$ cat src/design/mcb_defines.svh
// shared offsets, field positions and reset values for the check bank block
`ifndef MCB_DEFINES_SVH
`define MCB_DEFINES_SVH

`define MCB_NBANKS 4
`define MCB_VECTOR 8'h12

`define MCB_A_CAP 12'h000
`define MCB_A_GSTATE 12'h004
`define MCB_A_CTL4 12'h008
`define MCB_A_LTYPE 12'h00c
`define MCB_A_LLOC 12'h010
`define MCB_BANK_BASE 12'h400
`define MCB_BANK_STRIDE 12'h010

`define MCB_R_CTL 2'h0
`define MCB_R_STATUS 2'h1
`define MCB_R_ADDR 2'h2
`define MCB_R_MISC 2'h3

`define MCB_ST_GOOD 31
`define MCB_ST_LOST 30
`define MCB_ST_NC 29
`define MCB_ST_EXTRA_INFO_PRESENT 27
`define MCB_ST_FAULT_LOCATION_PRESENT 26
`define MCB_ST_PCC 25

`define MCB_GS_RIP 0
`define MCB_GS_EIP 1
`define MCB_GS_CIP 2

`define MCB_CTL4_MCE 0
`define MCB_BCTL_EN 0
`define MCB_BANK_CTL_RST 32'h00000001

`endif

$ cat src/design/mcb_pkg.sv
// types shared by the check bank modules
package mcb_pkg;
    typedef struct packed {
        logic [15:0] code;
        logic corrected;
        logic ctx_corrupt;
        logic addr_valid;
        logic [31:0] addr;
        logic misc_valid;
        logic [31:0] misc;
    } mcb_err_s;

    typedef struct packed {
        logic [31:0] ctl;
        logic [31:0] status;
        logic [31:0] addr;
        logic [31:0] misc;
    } mcb_bank_s;

    typedef struct packed {
        logic exc;
        logic shut;
    } mcb_raise_s;

    typedef struct packed {
        logic [2:0] gstate;
        logic check_exception_enable_bit;
        logic [31:0] prdata;
        logic slverr;
    } mcb_top_s;
endpackage

$ cat src/design/mcb_bank_if.sv
// link between the register front end and one error bank
interface mcb_bank_if import mcb_pkg::*; ();
    logic hit;
    mcb_err_s err;
    logic wr_en;
    logic [1:0] wr_sel;
    logic [31:0] wr_data;
    logic [31:0] ctl;
    logic [31:0] status;
    logic [31:0] addr;
    logic [31:0] misc;
    logic raise;

    modport bank (input hit, err, wr_en, wr_sel, wr_data, output ctl, status, addr, misc, raise);
    modport host (output hit, err, wr_en, wr_sel, wr_data, input ctl, status, addr, misc, raise);
endinterface

$ cat src/design/mcb_bank.sv
// one error-reporting bank: control, state, fault location and extra info words
`include "mcb_defines.svh"
module mcb_bank import mcb_pkg::*; (
    input wire logic clk_sys,
    input wire logic rst_b,
    mcb_bank_if.bank bif
);
    mcb_bank_s s_q;
    mcb_bank_s s_d;
    logic lost;

    always_comb begin
        s_d = s_q;
        lost = 1'b0;
        if (bif.wr_en) begin
            case (bif.wr_sel)
                `MCB_R_CTL: s_d.ctl = bif.wr_data;
                `MCB_R_STATUS: s_d.status = bif.wr_data;
                `MCB_R_ADDR: s_d.addr = bif.wr_data;
                default: s_d.misc = bif.wr_data;
            endcase
        end
        // error applied after the write so a same-cycle error is never lost
        if (bif.hit) begin
            lost = s_d.status[`MCB_ST_GOOD] | s_d.status[`MCB_ST_LOST];
            // an uncorrected error may displace a corrected one; older info is then gone
            if (!s_d.status[`MCB_ST_GOOD] || (!s_d.status[`MCB_ST_NC] && !bif.err.corrected)) begin
                s_d.status = '0;
                s_d.status[15:0] = bif.err.code;
                s_d.status[`MCB_ST_GOOD] = 1'b1;
                s_d.status[`MCB_ST_NC] = ~bif.err.corrected;
                s_d.status[`MCB_ST_PCC] = bif.err.ctx_corrupt;
                s_d.status[`MCB_ST_FAULT_LOCATION_PRESENT] = bif.err.addr_valid;
                s_d.status[`MCB_ST_EXTRA_INFO_PRESENT] = bif.err.misc_valid;
                if (bif.err.addr_valid) begin
                    s_d.addr = bif.err.addr;
                end
                if (bif.err.misc_valid) begin
                    s_d.misc = bif.err.misc;
                end
            end
            s_d.status[`MCB_ST_LOST] = lost;
        end
    end

    always_ff @(posedge clk_sys or negedge rst_b) begin
        if (!rst_b) begin
            s_q <= '0;
            s_q.ctl <= `MCB_BANK_CTL_RST;
        end else begin
            s_q <= s_d;
        end
    end

    // corrected errors are only logged for polling
    assign bif.raise = bif.hit & ~bif.err.corrected & s_q.ctl[`MCB_BCTL_EN];
    assign bif.ctl = s_q.ctl;
    assign bif.status = s_q.status;
    assign bif.addr = s_q.addr;
    assign bif.misc = s_q.misc;
endmodule

$ cat src/design/mcb_raise.sv
// exception delivery and recursion shutdown
module mcb_raise import mcb_pkg::*; (
    input wire logic clk_sys,
    input wire logic rst_b,
    input wire logic req,
    input wire logic enable,
    input wire logic busy,
    output logic take,
    output logic exc,
    output logic shut
);
    mcb_raise_s s_q;
    mcb_raise_s s_d;
    logic recurse;

    assign take = req & enable & ~busy & ~s_q.shut;
    assign recurse = req & enable & busy & ~s_q.shut;

    always_comb begin
        s_d = s_q;
        s_d.exc = take;
        // shutdown holds until reset; no further exceptions leave the block
        s_d.shut = s_q.shut | recurse;
    end

    always_ff @(posedge clk_sys or negedge rst_b) begin
        if (!rst_b) begin
            s_q <= '0;
        end else begin
            s_q <= s_d;
        end
    end

    assign exc = s_q.exc;
    assign shut = s_q.shut;
endmodule

$ cat src/design/mcb_machine_check.sv
// check bank reporting top: apb registers, global state, banks and exception raise
//
// Design decisions made here: the APB interface to the registers and the register offsets.
`include "mcb_defines.svh"
module mcb_machine_check import mcb_pkg::*; #(
    parameter int NBANKS = `MCB_NBANKS,
    parameter int ADDR_W = 12
) (
    input wire logic clk_sys,
    input wire logic rst_b,
    input wire logic psel,
    input wire logic penable,
    input wire logic pwrite,
    input wire logic [ADDR_W-1:0] paddr,
    input wire logic [31:0] pwdata,
    output logic pready,
    output logic [31:0] prdata,
    output logic pslverr,
    input wire logic err_valid,
    input wire logic [$clog2(NBANKS)-1:0] err_bank,
    input wire logic [15:0] err_code,
    input wire logic err_corrected,
    input wire logic err_ctx_corrupt,
    input wire logic err_addr_valid,
    input wire logic [31:0] err_addr,
    input wire logic err_misc_valid,
    input wire logic [31:0] err_misc,
    input wire logic err_restart_ok,
    input wire logic err_ip_related,
    output logic check_exc,
    output logic [7:0] check_vector,
    output logic shutdown
);
    localparam int BW = $clog2(NBANKS);
    localparam logic [7:0] NB8 = 8'(NBANKS);
    localparam logic [ADDR_W-1:0] BASE = ADDR_W'(`MCB_BANK_BASE);
    localparam logic [ADDR_W-1:0] SPAN = ADDR_W'(NBANKS * `MCB_BANK_STRIDE);

    mcb_top_s s_q;
    mcb_top_s s_d;
    mcb_err_s err_w;

    logic setup;
    logic acc_wr;
    logic take;
    logic any_raise;
    logic [31:0] rd_word;
    logic rd_err;
    logic [31:0] bk_rd [NBANKS];
    logic [31:0] bk_st [NBANKS];
    logic [NBANKS-1:0] bk_raise;
    logic [NBANKS-1:0] bk_wr;

    // bank window decode, shared by the read and write paths
    function automatic logic in_banks(input logic [ADDR_W-1:0] a);
        logic [ADDR_W-1:0] off;
        off = a - BASE;
        in_banks = (a >= BASE) && (off < SPAN);
    endfunction

    function automatic logic [BW-1:0] bank_of(input logic [ADDR_W-1:0] a);
        logic [ADDR_W-1:0] off;
        off = a - BASE;
        bank_of = off[4 +: BW];
    endfunction

    assign setup = psel & ~penable;
    assign acc_wr = psel & penable & pwrite & ~s_q.slverr;

    always_comb begin
        err_w.code = err_code;
        err_w.corrected = err_corrected;
        err_w.ctx_corrupt = err_ctx_corrupt;
        err_w.addr_valid = err_addr_valid;
        err_w.addr = err_addr;
        err_w.misc_valid = err_misc_valid;
        err_w.misc = err_misc;
    end

    mcb_bank_if bif [NBANKS] ();

    for (genvar g = 0; g < NBANKS; g++) begin : g_bank
        assign bif[g].hit = err_valid & (err_bank == BW'(g));
        assign bif[g].err = err_w;
        assign bif[g].wr_en = acc_wr & in_banks(paddr) & (bank_of(paddr) == BW'(g));
        assign bif[g].wr_sel = paddr[3:2];
        assign bif[g].wr_data = pwdata;
        assign bk_raise[g] = bif[g].raise;
        assign bk_wr[g] = bif[g].wr_en;
        assign bk_st[g] = bif[g].status;

        always_comb begin
            case (paddr[3:2])
                `MCB_R_CTL: bk_rd[g] = bif[g].ctl;
                `MCB_R_STATUS: bk_rd[g] = bif[g].status;
                `MCB_R_ADDR: bk_rd[g] = bif[g].addr;
                default: bk_rd[g] = bif[g].misc;
            endcase
        end

        mcb_bank u_bank (
            .clk_sys(clk_sys),
            .rst_b(rst_b),
            .bif(bif[g])
        );
    end

    assign any_raise = |bk_raise;

    mcb_raise u_raise (
        .clk_sys(clk_sys),
        .rst_b(rst_b),
        .req(any_raise),
        .enable(s_q.check_exception_enable_bit),
        .busy(s_q.gstate[`MCB_GS_CIP]),
        .take(take),
        .exc(check_exc),
        .shut(shutdown)
    );

    // read mux; unaligned or unmapped addresses answer with pslverr
    always_comb begin
        rd_word = 32'h00000000;
        rd_err = 1'b0;
        if (paddr[1:0] != 2'h0) begin
            rd_err = 1'b1;
        end else if (in_banks(paddr)) begin
            rd_word = bk_rd[bank_of(paddr)];
        end else begin
            case (paddr)
                ADDR_W'(`MCB_A_CAP): rd_word = {24'h000000, NB8};
                ADDR_W'(`MCB_A_GSTATE): rd_word = {29'h00000000, s_q.gstate};
                ADDR_W'(`MCB_A_CTL4): rd_word = {31'h00000000, s_q.check_exception_enable_bit};
                // legacy words carry nothing once full banks exist
                ADDR_W'(`MCB_A_LTYPE): rd_word = 32'h00000000;
                ADDR_W'(`MCB_A_LLOC): rd_word = 32'h00000000;
                default: rd_err = 1'b1;
            endcase
        end
    end

    always_comb begin
        s_d = s_q;
        // read data is captured in setup so the access cycle answers from a flop
        if (setup) begin
            s_d.prdata = rd_word;
            s_d.slverr = rd_err;
        end
        if (acc_wr) begin
            case (paddr)
                ADDR_W'(`MCB_A_GSTATE): s_d.gstate = pwdata[2:0];
                ADDR_W'(`MCB_A_CTL4): s_d.check_exception_enable_bit = pwdata[`MCB_CTL4_MCE];
                default: s_d.check_exception_enable_bit = s_q.check_exception_enable_bit;
            endcase
        end
        // the raise wins over a software clear in the same cycle
        if (take) begin
            s_d.gstate[`MCB_GS_RIP] = err_restart_ok;
            s_d.gstate[`MCB_GS_EIP] = err_ip_related;
            s_d.gstate[`MCB_GS_CIP] = 1'b1;
        end
    end

    always_ff @(posedge clk_sys or negedge rst_b) begin
        if (!rst_b) begin
            s_q <= '0;
        end else begin
            s_q <= s_d;
        end
    end

    // zero wait states: every access completes in its first access cycle
    assign pready = psel & penable;
    assign prdata = s_q.prdata;
    assign pslverr = s_q.slverr;
    assign check_vector = `MCB_VECTOR;

    logic hit0;
    assign hit0 = err_valid & (err_bank == '0);
endmodule

$ cat config.mk
export PLATFORM = sky130hd
export DESIGN_NAME = mcb_machine_check
export DESIGN_NICKNAME = d
export VERILOG_FILES = /design/src/design/mcb_pkg.sv /design/src/design/mcb_bank_if.sv /design/src/design/mcb_bank.sv /design/src/design/mcb_raise.sv /design/src/design/mcb_machine_check.sv
export VERILOG_INCLUDE_DIRS = /design/src /design/src/design
export SDC_FILE = /design/constraint.sdc
export NUM_CORES = 1
export LEC_CHECK = 0
export BUFFER_PORTS_ARGS = -buffer_cell sky130_fd_sc_hd__clkbuf_2
export CELL_PAD_IN_SITES_DETAIL_PLACEMENT = 1
export CELL_PAD_IN_SITES_GLOBAL_PLACEMENT = 1
export CORE_MARGIN = 2
export CORE_UTILIZATION = 30
export DETAILED_ROUTE_END_ITERATION = 8
export HOLD_SLACK_MARGIN = 0.08
export PLACE_DENSITY_LB_ADDON = 0.1
export SLEW_MARGIN = 10
export SYNTH_ARGS = -nofsm -noshare
export SYNTH_HDL_FRONTEND = slang
export SYNTH_SLANG_ARGS = --single-unit
$ cat constraint.sdc
create_clock -name clk_sys -period 6.3 [get_ports clk_sys]
set_clock_uncertainty 0.05 [all_clocks]
set_input_delay 0.315 -clock clk_sys [delete_from_list [all_inputs] [get_ports clk_sys]]
set_output_delay 0.315 -clock clk_sys [all_outputs]
set_load 0.05 [all_outputs]
==> reports/summary.txt <==
kind of critical path - in -> reg
Wirelength per Cell - 30.8 um
grt met3 use - 0.0265
Final setup viols - 0
clock network latency to the later pin of the worst-skew pair - 0.63 ns
Setup Buffers After CTS - 0
Yosys top cell area share - 0.456
status - finished, final reports clean
Yosys cell types - 62
GRT overflow - 0
Total Wirelength - 121000 um
YS warnings - 0
Post-synth EDFFs - 0
H-tree lvl count - 3
CTS Root Cell - clkbuf_16
initial antenna violation count - 0
area grow syn2layout - 17.7%
drt via density - 5.43
Tot GR Track Use - 0.236
Worst EP required - 6.74 ns
Die Y - 320 um
GR peak layer - met2
Worst EP arrival - 4.70 ns
Reg2Reg Setup Slack - 2.22 ns
final net count - 2720
Post-Synth Simple-Gate Area - 0.0451
total number of vias - 21400
complex-gate fraction of the synthesized area - 0.0893
worst hold stages - 3
reg2reg path depth - 6
Non-Filler Instances - 3934
Async S/R FF share, synth - 1.00
top cells by count, synth - 682 x mux2_2, 547 x dfrtp_1, 176 x o21ai_0
crit path launch type - input port
core box area - 99600 um^2
1st-iter DRT viols - 1149
die area - 103000 um^2
Detail Placement HPWL - 73700 um
met2 Track Usage GR - 0.384
Worst Tran Pin Value - 1.27 ns
Most used DFF post-synth - dfrtp_1
Synth Area in XOR/XNOR - 0
Highest Clock Rate - 235 MHz
Max-Cap Viols - 0
leakage power - 16.1 nW
setup TNS - 0 ns
fin crit share - 0.676
area leader, netlist - dfrtp_1
clk buf depth - 3
largest net degree at the start of global routing - 137
final instance area - 35300 um^2
Final WS setup - 2.04 ns
antenna viol nets, final - 0
Hold Crit Class - in -> reg
drt drc - 0
main combinational cell family by area after synthesis - multiplexers
Worst Setup End Kind - flop
Slew HR - 0.153
CTS Hold Bufs - 96
global-route wire length before repair - 175000 um
Synth area leaders - dfrtp_1 46%, mux2_2 26%, mux2i_1 4.2%, mux4_2 3.2%, mux2_4 3.0%
Initial Util - 0.301
DIE WIDTH - 320 um
vias in the first global route - 23300
CTS tree - yes
clock-pin slew on the worst setup and hold paths - 0.06 ns
Avg Cell Area, Syn - 12.3 um^2
#FFs+latches synth - 551
endpoints failing hold - 0
dominant cell by count in the synthesized netlist - mux2_2
Placed Area - 32000 um^2
Synth Instances - 2436
final slew viol count - 0
Seq/Total Area, Yosys - 0.460
Final Critical Period - 4.26 ns
worst vdd ir - 0.146 mV
CTS resizes - 0
Post-Syn Area - 30000 um^2
Critical Path Fanout Max - 21
Placed Cells incl. Taps - 3711
Sink Count - 551
routability cong. - 0.773
GR Layer Usage met1 - 0.335
Place WS - 2.04 ns
Adder-Cell Fraction of Synth Area - 0
multiplexer share of the synthesized area - 0.362
Port Buffer Count - 173
Inserted Clock Buffers - 71
Pwr Density - 313 nW/um^2
fraction of final layout cells sized beyond drive strength 1 - 0.449
RSZ-0062 raised after global routing - no
Min Hold Slack - 0.117 ns
I/O pin cnt - 182
Site Rows - 116
DR pass1 iterations - 5
## registers in the layout (all words and copies together) (netlist names)
signal,flops
s_q,4
g_bank.u_bank.bif.addr,128
g_bank.u_bank.bif.misc,128
prdata,32
pslverr,1
g_bank.u_bank.bif.ctl,128
g_bank.u_bank.bif.status,128
u_raise.shut,1
u_raise.exc,1
## layout by cell type (no fill, tap or decap), drive strengths merged, types with 4 or more instances in the layout
| cell | n |
|---|---|
| o21ai | 184 |
| nor4 | 7 |
| o221ai | 33 |
| o22ai | 8 |
| a21oi | 75 |
| and3b | 4 |
| mux4 | 43 |
| nand2b | 14 |
| nand2 | 125 |
| clkbuf | 275 |
| clkinv | 11 |
| nor3 | 16 |
| nor2 | 43 |
| or3 | 10 |
| dlygate4sd3 | 96 |
| dfstp | 4 |
| a221oi | 11 |
| buf | 66 |
| nand3 | 15 |
| mux2i | 127 |
| conb | 8 |
| a32o | 12 |
| mux2 | 746 |
| bufinv | 4 |
| inv | 10 |
| nand4 | 6 |
| a2bb2oi | 9 |
| or2 | 7 |
| o211ai | 37 |
| a22oi | 5 |
| a21o | 16 |
| o22a | 16 |
| nor3b | 9 |
| dfrtp | 547 |
## worst paths after layout
kind / startpoint / endpoint
worst max-delay path: paddr[10] / g_bank[2].u_bank.bif.misc[3]
worst min-delay path: pwdata[19] / g_bank[2].u_bank.bif.status[19]
worst max register to register: pslverr / g_bank[2].u_bank.bif.misc[3]
worst min register to register: prdata[20] / prdata[20]
max in group asynchronous: rst_b / g_bank[2].u_bank.bif.status[28]
min in group asynchronous: rst_b / g_bank[3].u_bank.bif.ctl[2]
## through the flow
| step | power [W] | util |
|---|---|---|
| floorplan | 0.00617 | - |
| global placement | 0.00674 | 0.321 |
| detailed placement | 0.00685 | 0.321 |
| CTS | 0.0112 | 0.355 |
| global route | 0.0116 | 0.355 |
| finish | 0.0111 | 0.355 |
## critical path: stages
cell and delay, ns:
dlygate4sd3_1 0.55, clkbuf_2 0.20, nor2b_1 0.70, nand4_1 0.48, mux2_2 0.64, o21ai_4 0.73, buf_4 0.63, mux2_2 0.40
## area by class of cell
cell class / instances / area, um^2
Clock buffer: 107 / 2170
Antenna cell: 1 / 2.50
Clock inverter: 19 / 219
Timing Repair Buffer: 330 / 2360
Multi-Input combinational cell: 1620 / 15100
Inverter: 8 / 30.0
Sequential cell: 551 / 13800
Fill cell: 10500 / 64200
Tap cell: 1298 / 1620
## where the power goes
group | switching [W] | leakage [nW] | internal [W]
Clock | 0.00169 | 1.18 | 0.00253
Sequential | 0.000392 | 7.13 | 0.00426
Combinational | 0.000883 | 7.79 | 0.00130
## metal layers
layer	part of all wire	wire length [um]	up-vias
li1	-	-	9235
met1	0.48	58400	11600
met2	0.47	56700	421
met3	0.030	3660	136
met4	0.019	2320	0
met5	0	0	-
## logic make-up (layout without fill, tap and decap cells)
group,count (synthesis),count (layout)
AOI/OAI and AO/OA,421,421
other,2,9
muxes,916,916
buffers and inverters,271,464
DFF,551,551
and+or+nand+nor,275,275
No activity file was read; power rests on OpenSTA's default activity.
